## src/hdl/rpc_pkg.sv

```systemverilog
package rpc_pkg;
	// Register byte offsets
	localparam logic [7:0] OFS_CONTROL = 8'h00;
	localparam logic [7:0] OFS_STATUS = 8'h04;
	localparam logic [7:0] OFS_MASK = 8'h08;
	localparam logic [7:0] OFS_STATE = 8'h0C;
	// Control word field positions
	localparam int RO_LSB = 28;
	localparam int OSC_LSB = 24;
	localparam int CP_LSB = 19;
	localparam int MULT_LSB = 1;
	localparam int PLL_EN_BIT = 0;
	localparam int DIV_EN_BIT = 8;
	localparam int XSEL_BIT = 9;
	localparam logic [31:0] CONTROL_RESET = 32'h0000_0000;
	localparam logic [31:0] CONTROL_MASK = 32'h3738_01FF;
	// Multiplier and oscillator codes
	localparam logic [6:0] MULT_MIN = 7'h0C;
	localparam logic [6:0] MULT_MAX = 7'h7F;
	localparam logic [2:0] OSC_BYPASS_A = 3'h6;
	localparam logic [2:0] OSC_BYPASS_B = 3'h7;
	// Status bit positions
	localparam int ST_LOCK_GAIN = 0;
	localparam int ST_LOCK_LOSS = 1;
	localparam int ST_CFG_ERR = 2;
	localparam int ST_WIDTH = 3;
	// Lock settle time
	localparam int LOCK_TIME_US = 100;
	localparam int CLK_MHZ = 100;
	localparam int LOCK_CYCLES = LOCK_TIME_US * CLK_MHZ;
	// Unpacked control word
	typedef struct packed {
		logic [1:0] replica_drive;
		logic [2:0] osc_range;
		logic [2:0] pump_code;
		logic crystal_sel;
		logic div_en;
		logic [6:0] mult;
		logic pll_en;
	} rpc_cfg_t;
	typedef enum logic [1:0] {
		RPC_DRIVE_OFF,
		RPC_DRIVE_LOW,
		RPC_DRIVE_MED,
		RPC_DRIVE_HIGH
	} rpc_drive_t;
endpackage : rpc_pkg

```

## src/hdl/rpc_clock_select.sv

```systemverilog
// Chosen here: the address decode and the APB register port; the offsets come from rpc_pkg.
`timescale 1ns/1ps
`default_nettype none
module rpc_clock_select #(
	parameter int LOCK_CYCLES = rpc_pkg::LOCK_CYCLES,
	parameter int DIV_THRESH_KHZ = 1000000
)
(
	// Clock and reset
	input wire logic CLK_I,
	input wire logic RST_I,
	// APB slave
	input wire logic PSEL_I,
	input wire logic PENABLE_I,
	input wire logic PWRITE_I,
	input wire logic [7:0] PADDR_I,
	input wire logic [31:0] PWDATA_I,
	output logic [31:0] PRDATA_O,
	output logic PREADY_O,
	output logic PSLVERR_O,
	// Pins and analog interface
	input wire logic CRYSTAL_SELECT_PIN_I,
	input wire logic ANALOG_LOCK_I,
	input wire logic [21:0] REF_FREQ_KHZ_I,
	output logic MULT_PATH_O,
	output logic INPUT_DIV_EN_O,
	output logic CRYSTAL_MODE_O,
	output logic [6:0] MULT_FACTOR_O,
	output logic [2:0] OSC_RANGE_O,
	output logic [2:0] PUMP_CODE_O,
	output logic [1:0] REPLICA_DRIVE_O,
	output logic REPLICA_EN_O,
	output logic LOCK_O,
	output logic IRQ_O
);
	localparam int ST_W = rpc_pkg::ST_WIDTH;
	localparam int N_PINS = 2;
	localparam int PIN_XSEL = 0;
	localparam int PIN_LOCK = 1;
	localparam int FREQ_W = 22;
	localparam rpc_pkg::rpc_drive_t RPC_OFF = rpc_pkg::RPC_DRIVE_OFF;

	// Parameter checks
	if (LOCK_CYCLES < 1)
	begin : g_bad_lock
		$error("LOCK_CYCLES must be at least 1");
	end
	if (DIV_THRESH_KHZ < 1 || DIV_THRESH_KHZ >= (1 << FREQ_W))
	begin : g_bad_thresh
		$error("DIV_THRESH_KHZ must fit the frequency input");
	end

	logic [31:0] control;
	wire [ST_W-1:0] status;
	logic [ST_W-1:0] mask;
	rpc_pkg::rpc_cfg_t cfg;
	wire [N_PINS-1:0] pin_raw;
	wire [N_PINS-1:0] pin_flt;
	logic xs_c;
	logic lk_ok;
	logic bypass;
	logic mult_on;
	logic cfg_ok;
	logic cfg_chg;
	logic hi_ref;
	logic [31:0] lock_cnt;
	logic locked;
	logic locked_d;
	logic wr_acc;
	logic rd_acc;
	logic rd_setup;
	logic hit_control;
	logic hit_status;
	logic hit_mask;
	logic hit_state;
	logic addr_ok;
	logic [ST_W-1:0] evt;
	logic [31:0] state_word;
	rpc_pkg::rpc_drive_t drive_sel;

	// Address decode
	assign hit_control = PADDR_I == rpc_pkg::OFS_CONTROL;
	assign hit_status = PADDR_I == rpc_pkg::OFS_STATUS;
	assign hit_mask = PADDR_I == rpc_pkg::OFS_MASK;
	assign hit_state = PADDR_I == rpc_pkg::OFS_STATE;
	assign addr_ok = hit_control | hit_status | hit_mask | hit_state;
	assign wr_acc = PSEL_I & PENABLE_I & PWRITE_I;
	assign rd_acc = PSEL_I & PENABLE_I & ~PWRITE_I;
	assign rd_setup = PSEL_I & ~PENABLE_I & ~PWRITE_I;
	assign PREADY_O = 1'b1;
	// Unmapped offsets answer with an error
	assign PSLVERR_O = PSEL_I & PENABLE_I & ~addr_ok;

	assign cfg.replica_drive = control[rpc_pkg::RO_LSB +: 2];
	assign cfg.osc_range = control[rpc_pkg::OSC_LSB +: 3];
	assign cfg.pump_code = control[rpc_pkg::CP_LSB +: 3];
	assign cfg.div_en = control[rpc_pkg::DIV_EN_BIT];
	assign cfg.mult = control[rpc_pkg::MULT_LSB +: 7];
	assign cfg.pll_en = control[rpc_pkg::PLL_EN_BIT];
	assign cfg.crystal_sel = xs_c;

	// Control register write
	always_ff @(posedge CLK_I or posedge RST_I)
	begin
		if (RST_I)
			control <= rpc_pkg::CONTROL_RESET;
		else if (wr_acc && PADDR_I == rpc_pkg::OFS_CONTROL)
			control <= PWDATA_I & rpc_pkg::CONTROL_MASK;
	end

	always_ff @(posedge CLK_I or posedge RST_I)
	begin
		if (RST_I)
			mask <= '0;
		else if (wr_acc && PADDR_I == rpc_pkg::OFS_MASK)
			mask <= PWDATA_I[ST_W-1:0];
	end

	// Pin synchronisers, three flops then agreement filter
	assign pin_raw[PIN_XSEL] = CRYSTAL_SELECT_PIN_I;
	assign pin_raw[PIN_LOCK] = ANALOG_LOCK_I;
	for (genvar p = 0; p < N_PINS; p++)
	begin : g_sync
		logic s1;
		logic s2;
		logic s3;
		logic flt;
		always_ff @(posedge CLK_I or posedge RST_I)
		begin
			if (RST_I)
			begin
				s1 <= 1'b0;
				s2 <= 1'b0;
				s3 <= 1'b0;
			end
			else
			begin
				s1 <= pin_raw[p];
				s2 <= s1;
				s3 <= s2;
			end
		end
		// Level moves only once second and third agree
		always_ff @(posedge CLK_I or posedge RST_I)
		begin
			if (RST_I)
				flt <= 1'b0;
			else if (s2 == s3)
				flt <= s3;
		end
		assign pin_flt[p] = flt;
	end
	assign xs_c = pin_flt[PIN_XSEL];
	assign lk_ok = pin_flt[PIN_LOCK];

	assign bypass = cfg.osc_range == rpc_pkg::OSC_BYPASS_A
		|| cfg.osc_range == rpc_pkg::OSC_BYPASS_B;
	assign cfg_ok = cfg.mult >= rpc_pkg::MULT_MIN && cfg.mult <= rpc_pkg::MULT_MAX;
	assign mult_on = cfg.pll_en & ~bypass & cfg_ok;
	assign hi_ref = 32'(REF_FREQ_KHZ_I) > 32'(DIV_THRESH_KHZ);
	assign cfg_chg = wr_acc && PADDR_I == rpc_pkg::OFS_CONTROL
		&& (PWDATA_I & rpc_pkg::CONTROL_MASK) != control;

	always_ff @(posedge CLK_I or posedge RST_I)
	begin
		if (RST_I)
			lock_cnt <= '0;
		else if (!mult_on || !lk_ok || cfg_chg)
			lock_cnt <= '0;
		else if (lock_cnt < 32'(LOCK_CYCLES))
			lock_cnt <= lock_cnt + 32'd1;
	end

	assign locked = mult_on && lock_cnt >= 32'(LOCK_CYCLES);

	always_ff @(posedge CLK_I or posedge RST_I)
	begin
		if (RST_I)
			locked_d <= 1'b0;
		else
			locked_d <= locked;
	end

	assign evt[rpc_pkg::ST_LOCK_GAIN] = locked & ~locked_d;
	assign evt[rpc_pkg::ST_LOCK_LOSS] = ~locked & locked_d;
	assign evt[rpc_pkg::ST_CFG_ERR] = cfg.pll_en & ~bypass & ~cfg_ok;

	// Sticky status per bit, read clears, set wins
	for (genvar b = 0; b < ST_W; b++)
	begin : g_status
		logic sticky;
		always_ff @(posedge CLK_I or posedge RST_I)
		begin
			if (RST_I)
				sticky <= 1'b0;
			else if (evt[b])
				sticky <= 1'b1;
			else if (rd_acc && hit_status)
				sticky <= 1'b0;
		end
		assign status[b] = sticky;
	end

	// State word for software
	assign state_word = {26'h0, hi_ref, xs_c, bypass, cfg_ok, mult_on, locked};

	// Read data loaded in setup, events of that cycle included
	always_ff @(posedge CLK_I or posedge RST_I)
	begin
		if (RST_I)
			PRDATA_O <= '0;
		else if (rd_setup)
		begin
			case (PADDR_I)
				rpc_pkg::OFS_CONTROL: PRDATA_O <= control;
				rpc_pkg::OFS_STATUS: PRDATA_O <= 32'(status | evt);
				rpc_pkg::OFS_MASK: PRDATA_O <= 32'(mask);
				rpc_pkg::OFS_STATE: PRDATA_O <= state_word;
				default: PRDATA_O <= '0;
			endcase
		end
	end

	always_comb
	begin
		drive_sel = RPC_OFF;
		if (mult_on)
			drive_sel = rpc_pkg::rpc_drive_t'(cfg.replica_drive);
	end

	always_ff @(posedge CLK_I or posedge RST_I)
	begin
		if (RST_I)
			MULT_PATH_O <= 1'b0;
		else
			MULT_PATH_O <= mult_on;
	end

	always_ff @(posedge CLK_I or posedge RST_I)
	begin
		if (RST_I)
			INPUT_DIV_EN_O <= 1'b0;
		else
			INPUT_DIV_EN_O <= cfg.div_en | (~mult_on & hi_ref);
	end

	always_ff @(posedge CLK_I or posedge RST_I)
	begin
		if (RST_I)
			CRYSTAL_MODE_O <= 1'b0;
		else
			CRYSTAL_MODE_O <= cfg.crystal_sel;
	end

	always_ff @(posedge CLK_I or posedge RST_I)
	begin
		if (RST_I)
			MULT_FACTOR_O <= rpc_pkg::MULT_MIN;
		else
			MULT_FACTOR_O <= cfg_ok ? cfg.mult : rpc_pkg::MULT_MIN;
	end

	always_ff @(posedge CLK_I or posedge RST_I)
	begin
		if (RST_I)
			OSC_RANGE_O <= '0;
		else
			OSC_RANGE_O <= cfg.osc_range;
	end

	always_ff @(posedge CLK_I or posedge RST_I)
	begin
		if (RST_I)
			PUMP_CODE_O <= '0;
		else
			PUMP_CODE_O <= cfg.pump_code;
	end

	always_ff @(posedge CLK_I or posedge RST_I)
	begin
		if (RST_I)
			REPLICA_DRIVE_O <= '0;
		else
			REPLICA_DRIVE_O <= drive_sel;
	end

	always_ff @(posedge CLK_I or posedge RST_I)
	begin
		if (RST_I)
			REPLICA_EN_O <= 1'b0;
		else
			REPLICA_EN_O <= drive_sel != RPC_OFF;
	end

	always_ff @(posedge CLK_I or posedge RST_I)
	begin
		if (RST_I)
			LOCK_O <= 1'b0;
		else
			LOCK_O <= locked;
	end

	// Interrupt level from unmasked status
	always_ff @(posedge CLK_I or posedge RST_I)
	begin
		if (RST_I)
			IRQ_O <= 1'b0;
		else
			IRQ_O <= |(status & mask);
	end
endmodule : rpc_clock_select
`default_nettype wire

```

## config.mk

```make
export PLATFORM = sky130hd
export DESIGN_NAME = rpc_clock_select
export DESIGN_NICKNAME = d
export VERILOG_FILES = /design/src/hdl/rpc_pkg.sv /design/src/hdl/rpc_clock_select.sv
export SDC_FILE = /design/constraint.sdc
export NUM_CORES = 1
export LEC_CHECK = 0
export ABC_AREA = 1
export CAP_MARGIN = 20
export CELL_PAD_IN_SITES_DETAIL_PLACEMENT = 1
export CELL_PAD_IN_SITES_GLOBAL_PLACEMENT = 1
export CORE_AREA = 2 2 103 105
export DETAILED_ROUTE_END_ITERATION = 8
export DIE_AREA = 0 0 105 107
export DONT_BUFFER_PORTS = 1
export GPL_TIMING_DRIVEN = 0
export HOLD_SLACK_MARGIN = 0.02
export PLACE_DENSITY_LB_ADDON = 0.15
export SLEW_MARGIN = 20
export SYNTH_ARGS = -nofsm -noshare
export SYNTH_HDL_FRONTEND = slang
export SYNTH_SLANG_ARGS = --single-unit
```

## constraint.sdc

```tcl
create_clock -name CLK_I -period 3 [get_ports CLK_I]
set_input_delay 0 -clock CLK_I [delete_from_list [all_inputs] [get_ports CLK_I]]
set_output_delay 0 -clock CLK_I [all_outputs]
set_load 0.01 [all_outputs]
```

Word level (Yosys, flattened, before mapping)
Index checks and enable logic that the tools add are counted.
- register bits after elaboration: 116
- output and inout bits: 55
- logic and storage cells: 92
- add/subtract/negate cells: 1
- order comparisons: 5
- equality and inequality tests: 8
- mux-type cells: 9
- bitwise operators: 26
- reduce and logical (&&, ||, !) cells: 18
- operators with widths (cell ; number):
    one-hot mux 30 bit (4 select lines) ; 1
    two-way mux 32 bit ; 2
    adder 32 x 1 -> 32 bit (second input constant) ; 1
    >= comparator 32 x 14 -> 1 bit (second input constant) ; 1
    less-than comparator 32 x 14 -> 1 bit (second input constant) ; 1
    > comparator 22 x 20 -> 1 bit (second input constant) ; 1
    inequality test 17 bit ; 1
    equality test 8 x 4 -> 1 bit (second input constant) ; 2
    bitwise AND 1 bit ; 12
    nonzero test 2 bit ; 5
    equality test 8 x 3 -> 1 bit (second input constant) ; 1
    zero test 8 bit ; 1
    inverter 1 bit ; 8
    >= comparator 7 x 4 -> 1 bit (second input constant) ; 1
    less-or-equal comparator 7 bit (second input constant) ; 1
    two-way mux 7 bit ; 1
    equality test 3 bit (second input constant) ; 2
    logical AND 1 bit ; 6
    two-way mux 1 bit ; 4
    bitwise OR 1 bit ; 4
    bitwise AND 3 bit ; 1
    logical OR 1 bit ; 3
    bitwise OR 3 bit ; 1
    OR reduction 3 bit ; 1
    other kinds (3) ; 5

Depth between registers and ports, before layout
- depth after elaboration: 10
- gate-level depth with buffers: 13

Least setup slack after synthesis
No wires, ideal clock.
- kind: register to register
- start point: reg lock_cnt[14]
- end point: reg lock_cnt[8]
- arrival time: 1299 ps
- path slack: 1581 ps
- cell stages (with the launch flop): 11
- path buffers: 1
- path through: dfrtp_1 -> nor2_4 -> nand2_1 -> nor2_1 -> nand2_1 -> inv_1 -> nand3_2 -> buf_6 -> nor2_1 -> xor2_1 -> nor2_2
- cells in the longest elaborated chain, start to end: 2
- ends and longest elaborated chain (what ; line ; source):
    start: declaration ; rpc_clock_select.sv:66 ; logic [31:0] lock_cnt;
    start signal: assignment ; rpc_clock_select.sv:171 ; lock_cnt <= lock_cnt + 32'd1;
    less-than comparator 32 x 14 -> 1 bit ; rpc_clock_select.sv:170 ; else if (lock_cnt < 32'(LOCK_CYCLES))
    nonzero test 2 bit (no source line) ; -- ;
No other way between the ends.
A chain may end at the register's enable or synchronous reset.

Worst setup path in the final report
- start point: in PADDR_I[0]
- end point: reg control[8]
- cells in the longest elaborated chain, start to end: 2
- ends and longest elaborated chain (what ; line ; source):
    start: declaration ; rpc_clock_select.sv:16 ; input wire logic [7:0] PADDR_I,
    zero test 8 bit ; rpc_clock_select.sv:107 ; else if (wr_acc && PADDR_I == rpc_pkg::OFS_CONTROL)
    logical AND 1 bit ; rpc_clock_select.sv:107 ;
    end signal: assignment ; rpc_clock_select.sv:106 ; control <= rpc_pkg::CONTROL_RESET;
    end signal: assignment ; rpc_clock_select.sv:108 ; control <= PWDATA_I & rpc_pkg::CONTROL_MASK;
    end: declaration ; rpc_clock_select.sv:53 ; logic [31:0] control;
No other way between the ends.

==> flow_summary.toml <==
[timing]
rsz0062_at_grt = "false"
final.period_utilization_pct = 81.14
slew_viol_final = 0
timing.max_slew.rel_slack_pct = 65.72
fmaxAchievable_ghz = 0.4108
hold_violations = 0
tightestPinTransition_ns = 0.5142
totalNegativeSetupSlack_ns = 0
clock-skew-final_ns = 0.01218
finalCriticalPeriod_ns = 2.434
setup_viol = 0

[yosys]
ys_top_cells_by_area = "sky130_fd_sc_hd__dfrtp_1, sky130_fd_sc_hd__nand2_1, sky130_fd_sc_hd__inv_1, sky130_fd_sc_hd__nor2_1, sky130_fd_sc_hd__o21ai_0"
register_bit_total_from_synthesis = 101
synth_warnings = 0
synthDistinctLibCells = 40
mappedNetlistArea_um2 = 4679
synth_top_cell_area_share_pct = 52.94
synthesis.area_per_instance_um2 = 8.965
synth_largest_area_cell = "sky130_fd_sc_hd__dfrtp_1"
seq_area_frac_synth_pct = 54.06
synthesis.instances = 522

[global_route]
grt_first_pass_wirelength_um = 18820
globalRouteOverflowTotal = 0
grt_start_max_net_pins = 68
met2_resource_use_gr_pct = 36.60
via_count_of_the_first_global_routing_pass = 3862
initial_antenna_violation_count = 0
globalRouteMet1Util_pct = 26.37
busiest_layer = "met2"
grtUsageMet3_pct = 5.653
track_usage_pct = 21.34

[critical_path]
critical-path-top-cell-by-count = "sky130_fd_sc_hd__dlygate4sd3_1"
cp_slowest_stage_delay_ns = 0.64
crit_arrival_ns = 2.74
timing.critical_path.required_ns = 3.30
crit_path_cell_trace = "dlygate4sd3_1 > nor2_2 > dlygate4sd3_1 > nand4_4 > inv_2 > nand2_4 > clkbuf_1 > o21ai_0 > dlygate4sd3_1"
worstSetupStartpointType = "primary input"
worst_reg2reg_setup_slack_ns = 1.25
path_class = "primary input to flop"
critical_path.slowest_cell = "sky130_fd_sc_hd__dlygate4sd3_1"
endpoint_kind = "flop"
crit-reg2reg-capture = "PRDATA_O[0]"
worst_setup_path_startpoint = "PADDR_I[0]"
crit_fanout = 10
critical_path.reg2reg.startpoint = "control[6]"
worst_r2r_path_depth = 10

[cts]
clkLatencyLatePin_ns = 0.37
post_cts.resized_instances = 0
numClockSinks = 101
number_of_buffers_added_by_the_clock_tree_synthesis_step = 9
clkSlewWorstSetupHoldPaths_ns = 0.09
cts-root-to-sink-buffers = 2
cts-root-buf = "sky130_fd_sc_hd__clkbuf_8"
tritoncts = "done"
post-cts-setup-buffer-count = 0
cts_htree_levels = 3

[detailed_routing]
route.vias.total = 3536
drt-initial-drc-count = 169
drc = 0
detail_route.first_pass.iterations = 5
routed_via_density = 4.891
postRouteAntennaNets = 0
routed_wirelength_um = 11270
drt-wirelength-per-cell_um = 15.59

[worst_hold_path]
worstHoldStart = "PSEL_I"
min-delay-path-class = "primary input to flop"
whs_path_depth = 4
hold_critical_path_endpoint = "PRDATA_O[19]"

[pwr]
clock_power_share_pct = 36.0
leakagePower_nw = 2.567
seq_power_share_pct = 57.5
power_share_of_the_combinational_group_pct = 6.6
switching_share_pct = 23.05
peakVddDrop_uv = 259.0
net-switching-power_uw = 562.1
cell_internal_pwr_mw = 1.876
power.density_cell_area_nw_per_um2 = 444.6
p_total_mw = 2.438

[floorplanning]
die_w_um = 105
core_region_area_um2 = 10090
num_io_pins = 124
initial_core_util_pct = 46.37
die_height_um = 107
total_die_area_um2 = 11240
floorplan.rows = 37

[finish]
final_cell_mix = "sky130_fd_sc_hd__nand2_1, sky130_fd_sc_hd__dfrtp_1, sky130_fd_sc_hd__inv_1"
most_common_library_cell_in_the_layout_ignoring_fill_and_taps = "sky130_fd_sc_hd__nand2_1"
final-instance-count-excl-fill = 723
syn_to_final_growth_pct = 17.19
fin_nets = 654
final.fill_count = 1224
num_antenna_cells = 0
post_route_cells_drive_above_1_share_pct = 12.44

[placed_design]
hpwl_um = 7886
placement.io_buffers = 0
gpl.final_weighted_congestion = 0.7723
numPlacedInstances = 673

[outcome]
status = "finished clean"

[run]
cap_violations = 0
-- power by group through the flow --
stage	clock, mW	combinational [mW]	sequential (mW)
6_report	0.877	0.160	1.40
5_1_grt	0.960	0.179	1.40
4_1_cts	0.906	0.160	1.40
3_5_place_dp	0	0.124	1.43
3_3_place_gp	0	0.115	1.43
2_1_floorplan	0	0.0969	1.42
-- per-layer routing --
| layer | wire length [um] | share of wire [%] |
|---|---|---|
| met5 | 0 | 0 |
| met2 | 5568 | 49 |
| met1 | 4979 | 44 |
| met3 | 573 | 5.1 |
| met4 | 151 | 1.3 |
-- cell type report --
type | instances | area (um^2) | share of cell area [%]
plain buffers | 28 | 200.2 | 3.650
clock buffers | 11 | 151.4 | 2.761
clock inverters | 4 | 47.55 | 0.8670
inverters | 81 | 314.1 | 5.727
multi-input cells | 326 | 1693 | 30.87
flip-flops and latches | 101 | 2530 | 46.13
well taps | 136 | 170.2 | 3.103
repair buffers | 36 | 377.9 | 6.890
-- cell usage after synthesis --
cell type,number
sky130_fd_sc_hd__dfrtp_1,99
sky130_fd_sc_hd__clkinv_4,1
sky130_fd_sc_hd__nor3_2,3
sky130_fd_sc_hd__nand3_2,2
sky130_fd_sc_hd__o21ai_0,26
sky130_fd_sc_hd__o211ai_1,1
sky130_fd_sc_hd__a31oi_1,1
sky130_fd_sc_hd__maj3_1,2
sky130_fd_sc_hd__o21bai_1,1
sky130_fd_sc_hd__xor2_1,13
sky130_fd_sc_hd__nand2_1,112
sky130_fd_sc_hd__nor4_2,1
sky130_fd_sc_hd__nor2_4,2
sky130_fd_sc_hd__nor3_1,6
sky130_fd_sc_hd__nand2_4,3
sky130_fd_sc_hd__nor4_1,1
sky130_fd_sc_hd__buf_4,16
sky130_fd_sc_hd__nor2_2,13
sky130_fd_sc_hd__ha_1,2
sky130_fd_sc_hd__buf_2,3
sky130_fd_sc_hd__nand3b_1,2
sky130_fd_sc_hd__o22ai_1,1
sky130_fd_sc_hd__inv_1,77
sky130_fd_sc_hd__nor3b_1,2
sky130_fd_sc_hd__or2_2,1
sky130_fd_sc_hd__nand4_4,1
sky130_fd_sc_hd__buf_12,1
sky130_fd_sc_hd__nand3_4,1
sky130_fd_sc_hd__inv_2,3
sky130_fd_sc_hd__o31ai_1,11
sky130_fd_sc_hd__buf_6,2
sky130_fd_sc_hd__dfstp_2,2
sky130_fd_sc_hd__nand3_1,19
sky130_fd_sc_hd__nand2_8,1
sky130_fd_sc_hd__xnor2_1,10
sky130_fd_sc_hd__nor2_1,59
sky130_fd_sc_hd__a21oi_1,3
sky130_fd_sc_hd__clkbuf_1,6
sky130_fd_sc_hd__conb_1,2
sky130_fd_sc_hd__nand4_1,10
-- worst max-delay path: cells and delay by family --
family,cells,cell delay [ns]
simple gates,3,0.42
compound gates,1,0.20
buf+inv,5,2.11
-- repair_timing --
item,4_1_cts,5_1_grt
hold buffers,35,0
hold endpoints to repair,141,0
setup endpoints to repair,0,0
-- through the flow --
step / hold WS [ns] / instance area (um^2) / util (%) / setup slack, ns
global placement: 0.03148 / 4902 / 48.57 / -0.7289
global route: 0.05104 / 5484 / 54.34 / 0.4036
finish: 0.05980 / 5484 / 54.34 / 0.5657
detailed placement: -0.1292 / 4935 / 48.90 / 1.302
CTS: 0.02447 / 5484 / 54.34 / 0.6601
floorplan: 0.03143 / 4732 / - / 0.3562
-- how the worst max path moves through the flow --
stage          cells after the start             end  slack, ns
2_1_floorplan                      1  CRYSTAL_MODE_O       0.36
4_1_cts                            9      control[8]       0.66
3_5_place_dp                      10     PRDATA_O[0]       1.30
5_1_grt                            9      control[8]       0.40
6_report                           9      control[8]       0.57
3_3_place_gp                       1     control[20]      -0.73
-- registers in the layout, summed over array words and instances, names as in the netlist --
name / flops
control: 17
LOCK_O: 1
g_status.sticky: 3
g_sync.s1: 2
CRYSTAL_MODE_O: 1
PRDATA_O: 17
REPLICA_EN_O: 1
REPLICA_DRIVE_O: 2
OSC_RANGE_O: 3
MULT_PATH_O: 1
MULT_FACTOR_O: 7
g_sync.s3: 2
INPUT_DIV_EN_O: 1
g_sync.s2: 2
g_sync.flt: 2
mask: 3
lock_cnt: 32
PUMP_CODE_O: 3
IRQ_O: 1
-- kinds of logic after synthesis --
logic type | share of synthesized area, %
simple gates | 24.17
buf+inv | 10.88
flops | 54.06
compound gates | 5.455
xor+xnor | 4.305
fa+ha+maj | 0.9625
other cells | 0.1605
Note: power is estimated with default switching activity, not from simulation.
